## src/design/ssel_pkg.sv

```systemverilog
package ssel_pkg;

    // Register port geometry
    localparam int SSEL_AW = 4;
    localparam int SSEL_DW = 32;

    // Datapath widths
    localparam int SSEL_ID_W = 6;
    localparam int SSEL_PC_W = 32;
    localparam int SSEL_CNT_W = 24;
    localparam int SSEL_LAT_W = 12;
    localparam int SSEL_EXTRA_W = 8;
    localparam int SSEL_EVT_W = 8;
    localparam int SSEL_LFSR_W = 16;
    localparam int SSEL_COLL_W = 16;

    // Sampled operations that may be in flight at once
    localparam int SSEL_SLOTS = 2;
    localparam logic [1:0] SSEL_MAX_INFLIGHT = 2'h2;

    // Register word offsets
    localparam logic [SSEL_AW-1:0] SSEL_OFS_CTRL = 4'h0;
    localparam logic [SSEL_AW-1:0] SSEL_OFS_RELOAD = 4'h1;
    localparam logic [SSEL_AW-1:0] SSEL_OFS_COUNTER = 4'h2;
    localparam logic [SSEL_AW-1:0] SSEL_OFS_STATUS = 4'h3;
    localparam logic [SSEL_AW-1:0] SSEL_OFS_COLL_CNT = 4'h4;
    localparam logic [SSEL_AW-1:0] SSEL_OFS_FILTER = 4'h5;

    // Control fields
    localparam int SSEL_CTRL_EN_BIT = 0;
    localparam int SSEL_CTRL_RAND_BIT = 1;
    localparam int SSEL_CTRL_MASK_LSB = 8;

    // Status fields
    localparam int SSEL_STAT_COLL_BIT = 0;
    localparam int SSEL_STAT_EXTRA_BIT = 1;
    localparam int SSEL_STAT_INFL_LSB = 2;
    localparam int SSEL_STAT_NARROW_BIT = 4;
    localparam int SSEL_STAT_ENABLED_BIT = 5;

    // Filter fields
    localparam int SSEL_FILT_TYPE_LSB = 0;
    localparam int SSEL_FILT_EL_LSB = 4;
    localparam int SSEL_FILT_EVT_LSB = 8;
    localparam int SSEL_FILT_LAT_LSB = 16;

    // Values after reset, and the latency saturation limit
    localparam logic [SSEL_CNT_W-1:0] SSEL_RST_CNT = 24'h00_0000;
    localparam logic [SSEL_EXTRA_W-1:0] SSEL_RST_EXTRA = 8'h00;
    localparam logic [SSEL_EXTRA_W-1:0] SSEL_RST_MASK = 8'h00;
    localparam logic [3:0] SSEL_RST_TYPE_MASK = 4'hf;
    localparam logic [3:0] SSEL_RST_EL_MASK = 4'hf;
    localparam logic [SSEL_EVT_W-1:0] SSEL_RST_EVT_REQ = 8'h00;
    localparam logic [SSEL_LAT_W-1:0] SSEL_RST_LAT_MIN = 12'h000;
    localparam logic [SSEL_LAT_W-1:0] SSEL_LAT_MAX = 12'hfff;
    localparam logic [SSEL_COLL_W-1:0] SSEL_RST_COLL = 16'h0000;
    localparam logic [SSEL_DW-1:0] SSEL_ZERO_WORD = 32'h0000_0000;

    // Pseudorandom generator: nonzero seed, Galois taps
    localparam logic [SSEL_LFSR_W-1:0] SSEL_LFSR_SEED = 16'hace1;
    localparam logic [SSEL_LFSR_W-1:0] SSEL_LFSR_TAPS = 16'hb400;

    // End-of-lifetime codes on the completion port
    localparam logic [1:0] SSEL_END_COMMIT = 2'h0;
    localparam logic [1:0] SSEL_END_EXCEPT = 2'h1;
    localparam logic [1:0] SSEL_END_DISCARD = 2'h2;
    localparam logic [1:0] SSEL_END_REPLAY = 2'h3;

    typedef enum logic {
        PH_COUNT,
        PH_EXTRA
    } ssel_phase_t;

    typedef struct packed {
        logic valid;
        logic pop;
        logic [SSEL_ID_W-1:0] id;
        logic [SSEL_PC_W-1:0] pc;
    } ssel_op_t;

    typedef struct packed {
        logic valid;
        logic [SSEL_ID_W-1:0] id;
        logic [1:0] kind;
        logic [1:0] optype;
        logic [1:0] el;
        logic [SSEL_EVT_W-1:0] events;
        logic [SSEL_PC_W-1:0] addr;
    } ssel_done_t;

    typedef struct packed {
        logic [SSEL_ID_W-1:0] id;
        logic [1:0] kind;
        logic [1:0] optype;
        logic [1:0] el;
        logic [SSEL_PC_W-1:0] pc;
        logic [SSEL_EVT_W-1:0] events;
        logic [SSEL_LAT_W-1:0] latency;
        logic [SSEL_PC_W-1:0] addr;
    } ssel_rec_t;

endpackage : ssel_pkg

```

## src/design/ssel_top.sv

```systemverilog
`timescale 1ns/100ps
`default_nettype none

module ssel_top
    import ssel_pkg::*;
(
    input wire logic clock,
    input wire logic arst_n,
    input wire logic [SSEL_AW-1:0] reg_addr,
    input wire logic [SSEL_DW-1:0] reg_wdata,
    input wire logic reg_write,
    input wire logic reg_read,
    output logic [SSEL_DW-1:0] reg_rdata,
    input wire logic narrow_state,
    input wire ssel_op_t op_in,
    input wire ssel_done_t done_in,
    output logic pop_event,
    output logic feed_event,
    output logic collision_event,
    output logic tag_valid,
    output logic [SSEL_ID_W-1:0] tag_id,
    output logic rec_valid,
    output logic rec_dropped,
    output ssel_rec_t rec_out
);

    // Software state
    logic ctrl_en;
    logic rand_en;
    logic [SSEL_EXTRA_W-1:0] rand_mask;
    logic [SSEL_CNT_W-1:0] reload_val;
    logic [SSEL_CNT_W-1:0] interval_cnt;
    logic coll_flag;
    logic [SSEL_COLL_W-1:0] coll_cnt;
    logic [3:0] type_mask;
    logic [3:0] el_mask;
    logic [SSEL_EVT_W-1:0] evt_req;
    logic [SSEL_LAT_W-1:0] lat_min;

    // Selection state
    ssel_phase_t phase;
    ssel_phase_t next_phase;
    logic [SSEL_EXTRA_W-1:0] extra_cnt;
    logic [SSEL_LFSR_W-1:0] lfsr;

    // In-flight slots
    logic [SSEL_SLOTS-1:0] slot_valid;
    logic [SSEL_ID_W-1:0] slot_id [SSEL_SLOTS];
    logic [SSEL_PC_W-1:0] slot_pc [SSEL_SLOTS];
    logic [SSEL_LAT_W-1:0] slot_lat [SSEL_SLOTS];

    // Register decode
    wire logic wr_ctrl = reg_write && (reg_addr == SSEL_OFS_CTRL);
    wire logic wr_reload = reg_write && (reg_addr == SSEL_OFS_RELOAD);
    wire logic wr_counter = reg_write && (reg_addr == SSEL_OFS_COUNTER);
    wire logic wr_status = reg_write && (reg_addr == SSEL_OFS_STATUS);
    wire logic wr_coll = reg_write && (reg_addr == SSEL_OFS_COLL_CNT);
    wire logic wr_filter = reg_write && (reg_addr == SSEL_OFS_FILTER);

    // Population gating
    wire logic enabled = ctrl_en && !narrow_state;
    wire logic pop_op = op_in.valid && op_in.pop && enabled;

    // Selection decision
    wire logic [SSEL_EXTRA_W-1:0] extra_init = lfsr[SSEL_EXTRA_W-1:0] & rand_mask;
    wire logic want_extra = rand_en && (extra_init != SSEL_RST_EXTRA);
    wire logic cnt_at_zero = (interval_cnt <= SSEL_CNT_W'(1));
    wire logic extra_at_zero = (extra_cnt <= SSEL_EXTRA_W'(1));
    wire logic in_count = (phase == PH_COUNT);
    wire logic start_extra = pop_op && in_count && cnt_at_zero && want_extra;
    wire logic sel_from_count = in_count && cnt_at_zero && !want_extra;
    wire logic sel_from_extra = !in_count && extra_at_zero;
    wire logic select_now = pop_op && (sel_from_count || sel_from_extra);

    // Slot occupancy and collision
    wire logic [1:0] inflight = {1'b0, slot_valid[0]} + {1'b0, slot_valid[1]};
    wire logic collide = select_now && (inflight >= SSEL_MAX_INFLIGHT);
    wire logic tag_now = select_now && !collide;
    wire logic alloc_idx = slot_valid[0];

    // Completion match and per-slot claim
    wire logic [SSEL_SLOTS-1:0] match;
    wire logic [SSEL_SLOTS-1:0] claim;
    wire logic [SSEL_SLOTS-1:0] lat_full;
    genvar gi;
    generate
        for (gi = 0; gi < SSEL_SLOTS; gi++) begin : g_match
            // Any end kind closes the lifetime
            assign match[gi] = done_in.valid && slot_valid[gi] && (slot_id[gi] == done_in.id);
            assign claim[gi] = tag_now && (alloc_idx == 1'(gi));
            assign lat_full[gi] = (slot_lat[gi] == SSEL_LAT_MAX);
        end
    endgenerate
    wire logic done_hit = |match;
    wire logic hit_idx = match[1];
    wire logic [SSEL_LAT_W-1:0] hit_lat = slot_lat[hit_idx];

    // Record filter
    wire logic type_ok = type_mask[done_in.optype];
    wire logic el_ok = el_mask[done_in.el];
    wire logic evt_ok = ((done_in.events & evt_req) == evt_req);
    wire logic lat_ok = (hit_lat >= lat_min);
    wire logic rec_pass = type_ok && el_ok && evt_ok && lat_ok;

    // Next interval count
    logic [SSEL_CNT_W-1:0] next_interval_cnt;
    always_comb begin
        next_interval_cnt = interval_cnt;
        if (wr_counter) begin
            next_interval_cnt = reg_wdata[SSEL_CNT_W-1:0];
        end else if (select_now) begin
            next_interval_cnt = reload_val;
        end else if (pop_op && in_count && (interval_cnt != SSEL_RST_CNT)) begin
            next_interval_cnt = interval_cnt - SSEL_CNT_W'(1);
        end
    end

    // Next extra count
    logic [SSEL_EXTRA_W-1:0] next_extra_cnt;
    always_comb begin
        next_extra_cnt = extra_cnt;
        if (start_extra) begin
            next_extra_cnt = extra_init;
        end else if (pop_op && !in_count && !extra_at_zero) begin
            next_extra_cnt = extra_cnt - SSEL_EXTRA_W'(1);
        end
    end

    // Phase sequencing; held while disabled
    always_comb begin
        next_phase = phase;
        case (phase)
            PH_COUNT: begin
                if (start_extra) begin
                    next_phase = PH_EXTRA;
                end
            end
            PH_EXTRA: begin
                if (select_now) begin
                    next_phase = PH_COUNT;
                end
            end
            default: begin
                next_phase = PH_COUNT;
            end
        endcase
    end

    // Galois shift, runs every cycle
    wire logic [SSEL_LFSR_W-1:0] next_lfsr = lfsr[0] ? ((lfsr >> 1) ^ SSEL_LFSR_TAPS) : (lfsr >> 1);

    // Collision bookkeeping: a new collision wins over a clear
    wire logic coll_clr = wr_status && reg_wdata[SSEL_STAT_COLL_BIT];
    wire logic next_coll_flag = collide || (coll_flag && !coll_clr);
    wire logic [SSEL_COLL_W-1:0] coll_base = wr_coll ? SSEL_RST_COLL : coll_cnt;
    wire logic [SSEL_COLL_W-1:0] next_coll_cnt = collide ? (coll_base + SSEL_COLL_W'(1)) : coll_base;

    // Read mux
    wire logic [SSEL_DW-1:0] rd_ctrl = SSEL_ZERO_WORD
        | (SSEL_DW'(ctrl_en) << SSEL_CTRL_EN_BIT)
        | (SSEL_DW'(rand_en) << SSEL_CTRL_RAND_BIT)
        | (SSEL_DW'(rand_mask) << SSEL_CTRL_MASK_LSB);
    wire logic [SSEL_DW-1:0] rd_status = SSEL_ZERO_WORD
        | (SSEL_DW'(coll_flag) << SSEL_STAT_COLL_BIT)
        | (SSEL_DW'(!in_count) << SSEL_STAT_EXTRA_BIT)
        | (SSEL_DW'(inflight) << SSEL_STAT_INFL_LSB)
        | (SSEL_DW'(narrow_state) << SSEL_STAT_NARROW_BIT)
        | (SSEL_DW'(enabled) << SSEL_STAT_ENABLED_BIT);
    wire logic [SSEL_DW-1:0] rd_filter = SSEL_ZERO_WORD
        | (SSEL_DW'(type_mask) << SSEL_FILT_TYPE_LSB)
        | (SSEL_DW'(el_mask) << SSEL_FILT_EL_LSB)
        | (SSEL_DW'(evt_req) << SSEL_FILT_EVT_LSB)
        | (SSEL_DW'(lat_min) << SSEL_FILT_LAT_LSB);
    wire logic [SSEL_DW-1:0] rd_word =
        (reg_addr == SSEL_OFS_CTRL) ? rd_ctrl :
        (reg_addr == SSEL_OFS_RELOAD) ? SSEL_DW'(reload_val) :
        (reg_addr == SSEL_OFS_COUNTER) ? SSEL_DW'(interval_cnt) :
        (reg_addr == SSEL_OFS_STATUS) ? rd_status :
        (reg_addr == SSEL_OFS_COLL_CNT) ? SSEL_DW'(coll_cnt) :
        (reg_addr == SSEL_OFS_FILTER) ? rd_filter :
        SSEL_ZERO_WORD;
    wire logic [SSEL_DW-1:0] next_rdata = reg_read ? rd_word : SSEL_ZERO_WORD;

    // Record assembled from the slot and the completion
    ssel_rec_t next_rec;
    always_comb begin
        next_rec.id = done_in.id;
        next_rec.kind = done_in.kind;
        next_rec.optype = done_in.optype;
        next_rec.el = done_in.el;
        next_rec.pc = slot_pc[hit_idx];
        next_rec.events = done_in.events;
        next_rec.latency = hit_lat;
        next_rec.addr = done_in.addr;
    end

    // Control and reload registers
    always_ff @(posedge clock or negedge arst_n) begin
        if (!arst_n) begin
            ctrl_en <= 1'b0;
            rand_en <= 1'b0;
            rand_mask <= SSEL_RST_MASK;
            reload_val <= SSEL_RST_CNT;
        end else begin
            if (wr_ctrl) begin
                ctrl_en <= reg_wdata[SSEL_CTRL_EN_BIT];
                rand_en <= reg_wdata[SSEL_CTRL_RAND_BIT];
                rand_mask <= reg_wdata[SSEL_CTRL_MASK_LSB +: SSEL_EXTRA_W];
            end
            if (wr_reload) begin
                reload_val <= reg_wdata[SSEL_CNT_W-1:0];
            end
        end
    end

    // Record filter register
    always_ff @(posedge clock or negedge arst_n) begin
        if (!arst_n) begin
            type_mask <= SSEL_RST_TYPE_MASK;
            el_mask <= SSEL_RST_EL_MASK;
            evt_req <= SSEL_RST_EVT_REQ;
            lat_min <= SSEL_RST_LAT_MIN;
        end else begin
            if (wr_filter) begin
                type_mask <= reg_wdata[SSEL_FILT_TYPE_LSB +: 4];
                el_mask <= reg_wdata[SSEL_FILT_EL_LSB +: 4];
                evt_req <= reg_wdata[SSEL_FILT_EVT_LSB +: SSEL_EVT_W];
                lat_min <= reg_wdata[SSEL_FILT_LAT_LSB +: SSEL_LAT_W];
            end
        end
    end

    // Counting state
    always_ff @(posedge clock or negedge arst_n) begin
        if (!arst_n) begin
            phase <= PH_COUNT;
            interval_cnt <= SSEL_RST_CNT;
            extra_cnt <= SSEL_RST_EXTRA;
        end else begin
            phase <= next_phase;
            interval_cnt <= next_interval_cnt;
            extra_cnt <= next_extra_cnt;
        end
    end

    // Generator comes out of reset seeded, never all zeros
    always_ff @(posedge clock or negedge arst_n) begin
        if (!arst_n) begin
            lfsr <= SSEL_LFSR_SEED;
        end else begin
            lfsr <= next_lfsr;
        end
    end

    // Collision status
    always_ff @(posedge clock or negedge arst_n) begin
        if (!arst_n) begin
            coll_flag <= 1'b0;
            coll_cnt <= SSEL_RST_COLL;
        end else begin
            coll_flag <= next_coll_flag;
            coll_cnt <= next_coll_cnt;
        end
    end

    // Next slot state; latency saturates
    logic [SSEL_SLOTS-1:0] next_slot_valid;
    logic [SSEL_ID_W-1:0] next_slot_id [SSEL_SLOTS];
    logic [SSEL_PC_W-1:0] next_slot_pc [SSEL_SLOTS];
    logic [SSEL_LAT_W-1:0] next_slot_lat [SSEL_SLOTS];
    always_comb begin
        for (int i = 0; i < SSEL_SLOTS; i++) begin
            next_slot_valid[i] = slot_valid[i];
            next_slot_id[i] = slot_id[i];
            next_slot_pc[i] = slot_pc[i];
            next_slot_lat[i] = slot_lat[i];
            if (claim[i]) begin
                next_slot_valid[i] = 1'b1;
                next_slot_id[i] = op_in.id;
                next_slot_pc[i] = op_in.pc;
                next_slot_lat[i] = SSEL_RST_LAT_MIN;
            end else if (match[i]) begin
                next_slot_valid[i] = 1'b0;
            end else if (slot_valid[i] && !lat_full[i]) begin
                next_slot_lat[i] = slot_lat[i] + SSEL_LAT_W'(1);
            end
        end
    end

    // Slot registers
    always_ff @(posedge clock or negedge arst_n) begin
        if (!arst_n) begin
            slot_valid <= '0;
            for (int i = 0; i < SSEL_SLOTS; i++) begin
                slot_id[i] <= '0;
                slot_pc[i] <= '0;
                slot_lat[i] <= SSEL_RST_LAT_MIN;
            end
        end else begin
            slot_valid <= next_slot_valid;
            for (int i = 0; i < SSEL_SLOTS; i++) begin
                slot_id[i] <= next_slot_id[i];
                slot_pc[i] <= next_slot_pc[i];
                slot_lat[i] <= next_slot_lat[i];
            end
        end
    end

    // Event and tag outputs
    always_ff @(posedge clock or negedge arst_n) begin
        if (!arst_n) begin
            pop_event <= 1'b0;
            feed_event <= 1'b0;
            collision_event <= 1'b0;
            tag_valid <= 1'b0;
            tag_id <= '0;
        end else begin
            pop_event <= pop_op;
            feed_event <= tag_now;
            collision_event <= collide;
            tag_valid <= tag_now;
            tag_id <= op_in.id;
        end
    end

    // Record capture after lifetime end only
    wire logic rec_keep = done_hit && rec_pass;
    wire logic rec_skip = done_hit && !rec_pass;
    always_ff @(posedge clock or negedge arst_n) begin
        if (!arst_n) begin
            rec_valid <= 1'b0;
            rec_dropped <= 1'b0;
            rec_out <= '0;
        end else begin
            rec_valid <= rec_keep;
            rec_dropped <= rec_skip;
            if (done_hit) begin
                rec_out <= next_rec;
            end
        end
    end

    // Read data stands one cycle after the strobe, zero otherwise
    always_ff @(posedge clock or negedge arst_n) begin
        if (!arst_n) begin
            reg_rdata <= SSEL_ZERO_WORD;
        end else begin
            reg_rdata <= next_rdata;
        end
    end

endmodule : ssel_top

`default_nettype wire

```

## config.mk

```make
export PLATFORM = sky130hd
export DESIGN_NAME = ssel_top
export DESIGN_NICKNAME = d
export VERILOG_FILES = /design/src/design/ssel_pkg.sv /design/src/design/ssel_top.sv
export SDC_FILE = /design/constraint.sdc
export NUM_CORES = 1
export LEC_CHECK = 0
export BUFFER_PORTS_ARGS = -buffer_cell sky130_fd_sc_hd__buf_2
export CORE_MARGIN = 2
export CORE_UTILIZATION = 40
export DETAILED_ROUTE_END_ITERATION = 8
export MAX_ROUTING_LAYER = met4
export PLACE_DENSITY = 0.63
export SYNTH_ARGS = -nofsm -noshare
export SYNTH_HDL_FRONTEND = slang
export SYNTH_SLANG_ARGS = --single-unit
```

## constraint.sdc

```tcl
create_clock -name clock -period 2.8 [get_ports clock]
set_input_delay 0.14 -clock clock [delete_from_list [all_inputs] [get_ports clock]]
set_output_delay 0.14 -clock clock [all_outputs]
set_load 0.1 [all_outputs]
```

==> run summary <==
Dividing the detail-routed wire length by the instance count gives between 20 and 25 um. TritonCTS built the clock tree. The number of clock sinks came out at ~370. The required time of the critical path is around 3.3 ns. Summed over all nets, the half-perimeter wirelength after detailed placement is ~33000 um. The maximum frequency from static timing analysis is between 300 and 400 MHz. The via count of the first global-routing pass is between 10000 and 15000. In the final timing run, aggregate negative setup slack is -2.82 ns.

The checks that failed: setup timing. The area taken by flip-flops and latches came out at slightly above 9000 sq um. The number of buffers created by CTS is 41. The fraction of layout cells with a size suffix above 1 came out at between 30% and 40%.

Setup repair after global routing could not meet its margin everywhere. The kind of path behind the tightest hold check is in2reg. The critical path data arrival time is 3.35 ns. The worst setup path is launched from a flip-flop. After clock tree synthesis, the clock-pin slew on the worst setup and hold paths is ~0.07 ns.

The synthesis-to-layout area growth is 37.2%. The critical path class is reg2reg. The number of hold-slack violations in the final timing report was 0. In this run the power density over the cells is 891 nW/um^2. The die height came out at 207 um. For the worst-skew pair, the clock arrives at the later sink with an insertion delay of about 0.57 ns. The total placed cells including tap cells is around 2300. The synthesized design contains 0 enable-type register cells.

The startpoint identified for the worst register-to-register timing path is interval_cnt[14]. The cell sitting at the root of the clock tree is a sky130_fd_sc_hd__clkbuf_16. Of all cell types, the one taking the most synthesized area is sky130_fd_sc_hd__dfrtp_1. The finished cells cover 22700 sq um. The finished layout holds 2500 standard cells, fillers aside. The worst slew slack as a fraction of its limit came out at about a fifth. For the final database, setup skew stands at between 0.01 and 0.015 ns. The total wirelength of the detailed-routed design is about 50000 um. The number of failing setup endpoints in the final timing report came out at 60. In this run the mean area of a mapped cell was about 11 sq um.

The number of DRC violations after detailed-routing iteration 0 came out at 920. The maximum number of pins on one net before global-route repair is 70. The number of antenna violations at the first check in global routing is 2. Input and output buffers added on the ports amount to 265.

The flow ran to the end, but the final reports show violations. The average vias per placed instance is 5.32. For this configuration, the core starts out at a cell density of between 40% and 50%. The remaining antenna violation count after routing came out at 0. The yosys synthesis warning count is 0.

The first-pass detailed-route iteration total is 7. The synthesized netlist contains between 60 and 70 unique library cells. The max capacitance violation total is 0. The most used flip-flop cell after synthesis is sky130_fd_sc_hd__dfrtp_1. The launching instance or port of the critical path is interval_cnt[14]. The post-detailed-route DRC marker count is 0. The full die area is ~43000 sq um. The chip width came out at a little over 200 um. The total grt overflow is 0.

The fraction of synthesis flops using an asynchronous set or reset pin is between 90% and 100%. Dividing the final minimum period by the clock period gives 104%. The part of the Yosys area used for sequential elements is 55.4%.

For the pin with the worst max-slew slack, the measured transition is 1.20 ns. The max-slew violation count is 0. The post-layout worst setup margin is -0.101 ns.

The biggest fanout along the worst timing path is 15. After technology mapping, the gate count stands at about 1500. The final critical path time including I/O delays and setup came out at 2.90 ns. The maximum buffer depth of the clock tree came out at 3. The top-level I/O count came out at around 270.

The final weighted congestion of routability-driven global placement is 0.940. The analysis attributes to cell leakage a power of between 10 and 15 nW. Summing every instance area after synthesis gives 16500 sq um. The via count came out at between 10000 and 15000. The first-pass GRT wire length came out at about 75000 um. Fill cells in the final layout number around 3500.

The number of H-tree levels is 2. The origin of the worst min-delay path is op_in[38]. Once placement finished, the instance area stood at about 19000 sq um. The multi-input logic area is between 7000 and 8000 sq um.

Yosys attributes the largest share of cell area to sky130_fd_sc_hd__dfrtp_1 (53%), sky130_fd_sc_hd__mux2_2 (11%), sky130_fd_sc_hd__nand2_1 (4.2%). The final core area utilization is a little under three fifths. The number of rows created at floorplan came out at 74. The kind of end point of the critical path is a flip-flop. The peak supply drop came out at between 0.9 and 1 mV. The share of the synthesized area in the top cell type is between 50% and 60%. The total area inside the core boundary comes to 40800 sq um. In this run, synthesis produced a sequential element count of between 300 and 400. Across every metal layer, demand over resource in global routing totals 22.8%. The number of nets in the finished design came out at approximately 2100.
==> critical path, cell delays in order, from the launching register on <==
cell                      delay, ns
sky130_fd_sc_hd__dfrtp_1       0.38
sky130_fd_sc_hd__or4_4         0.54
sky130_fd_sc_hd__or4_4         0.49
sky130_fd_sc_hd__buf_6         0.15
sky130_fd_sc_hd__nor4_4        0.16
sky130_fd_sc_hd__a21oi_2       0.15
sky130_fd_sc_hd__nor2_2        0.12
sky130_fd_sc_hd__and2_4        0.24
sky130_fd_sc_hd__buf_12        0.19
sky130_fd_sc_hd__mux2_2        0.34
==> placed cells by master (no fill, tap or decap), types with 39 or more instances in the layout <==
master / n
sky130_fd_sc_hd__dfrtp_1: 349
sky130_fd_sc_hd__a21oi_1: 71
sky130_fd_sc_hd__mux2_2: 148
sky130_fd_sc_hd__mux2i_1: 39
sky130_fd_sc_hd__nand2_2: 41
sky130_fd_sc_hd__dlygate4sd3_1: 121
sky130_fd_sc_hd__clkbuf_16: 51
sky130_fd_sc_hd__buf_4: 73
sky130_fd_sc_hd__nand2_1: 131
sky130_fd_sc_hd__xnor2_1: 39
sky130_fd_sc_hd__nor2_1: 121
sky130_fd_sc_hd__buf_2: 264
==> per-stage QoR <==
| stage | setup WS, ns | total power [W] | hold WS [ns] |
|---|---|---|---|
| CTS | -0.0260 | 0.0198 | 0.0235 |
| global route | -0.204 | 0.0211 | 0.0549 |
| detailed placement | -0.0648 | 0.0141 | 0.133 |
| finish | -0.101 | 0.0202 | 0.0556 |
| floorplan | -0.0946 | 0.0124 | -0.156 |
| global placement | -0.0917 | 0.0140 | 0.139 |
==> area by class of cell <==
cell class                      instances  share of cell area, %
Timing Repair Buffer                  504                   17.1
Antenna cell                            2                 0.0221
Inverter                               32                  0.530
Multi-Input combinational cell        993                   32.9
Clock inverter                         15                  0.949
Sequential cell                       365                   40.4
Tap cell                              532                   2.94
Clock buffer                           57                   5.14
==> synthesized netlist by cell type (7+ instances only) <==
| library cell | number |
|---|---|
| sky130_fd_sc_hd__clkbuf_1 | 55 |
| sky130_fd_sc_hd__dfrtp_1 | 349 |
| sky130_fd_sc_hd__or3_1 | 12 |
| sky130_fd_sc_hd__nand4_1 | 20 |
| sky130_fd_sc_hd__nor2_1 | 123 |
| sky130_fd_sc_hd__buf_1 | 7 |
| sky130_fd_sc_hd__o211ai_1 | 11 |
| sky130_fd_sc_hd__a222oi_1 | 18 |
| sky130_fd_sc_hd__a21oi_1 | 78 |
| sky130_fd_sc_hd__buf_4 | 7 |
| sky130_fd_sc_hd__inv_1 | 32 |
| sky130_fd_sc_hd__nor4_1 | 18 |
| sky130_fd_sc_hd__o21ai_0 | 34 |
| sky130_fd_sc_hd__xor2_1 | 23 |
| sky130_fd_sc_hd__dfstp_2 | 16 |
| sky130_fd_sc_hd__ha_1 | 21 |
| sky130_fd_sc_hd__a22oi_1 | 16 |
| sky130_fd_sc_hd__mux2_1 | 10 |
| sky130_fd_sc_hd__nand3_1 | 34 |
| sky130_fd_sc_hd__a21boi_0 | 10 |
| sky130_fd_sc_hd__xnor2_1 | 39 |
| sky130_fd_sc_hd__buf_2 | 7 |
| sky130_fd_sc_hd__nor3_1 | 26 |
| sky130_fd_sc_hd__mux2_2 | 165 |
| sky130_fd_sc_hd__mux2i_1 | 40 |
| sky130_fd_sc_hd__buf_6 | 8 |
| sky130_fd_sc_hd__nand2_1 | 187 |
| sky130_fd_sc_hd__and2_1 | 12 |
==> sequential cells by signal (all words and copies together), names as in the netlist, 2 cells and up <==
name,count
el_mask,4
reload_val,24
interval_cnt,24
slot_id,12
rec_out,96
slot_valid,2
reg_rdata,28
lat_min,12
slot_pc,64
coll_cnt,16
extra_cnt,8
type_mask,4
rand_mask,8
tag_id,6
slot_lat,24
evt_req,8
lfsr,16
==> routing by layer <==
| metal | wire (um) | GRT usage (%) |
|---|---|---|
| met3 | 2650 | 3.45 |
| met2 | 24000 | 36.3 |
| met1 | 21500 | 29.4 |
| met5 | 0 | - |
| met4 | 1830 | 8.72 |
==> logic make-up after synthesis <==
| family | synth area share, % |
|---|---|
| and+or+nand+nor | 13.2 |
| DFF | 55.4 |
| AOI/OAI and AO/OA | 8.72 |
| muxes | 14.6 |
| buffers and inverters | 3.21 |
| xor gates and xnor gates | 3.29 |
| adders and majority gates | 1.59 |
| other | 0.0227 |
==> final timing paths <==
kind	cells past startpoint	slack, ns	endpoint
max	9	-0.10	slot_pc[9]
min	3	0.06	pop_event
max reg2reg	9	-0.10	slot_pc[9]
min reg2reg	0	0.35	lfsr[8]
max in group asynchronous	4	1.72	rec_out[6]
min in group asynchronous	2	0.11	rec_out[0]
==> what timing repair did <==
item,4_1_cts,5_1_grt
hold buffers,121,0
endpoints found under the setup margin,9,95
gates resized for setup,6,156
pin swaps,3,52
cloned,0,17
endpoints found under the hold margin,341,0
setup buffers,1,11
==> where the power goes <==
group,internal (W),leakage (nW),switching (W)
Combinational,0.00220,5.79,0.00491
Sequential,0.00655,4.77,0.00105
Clock,0.00329,0.675,0.00222
Total,0.0120,11.2,0.00818
No activity file was read; power rests on OpenSTA's default activity.
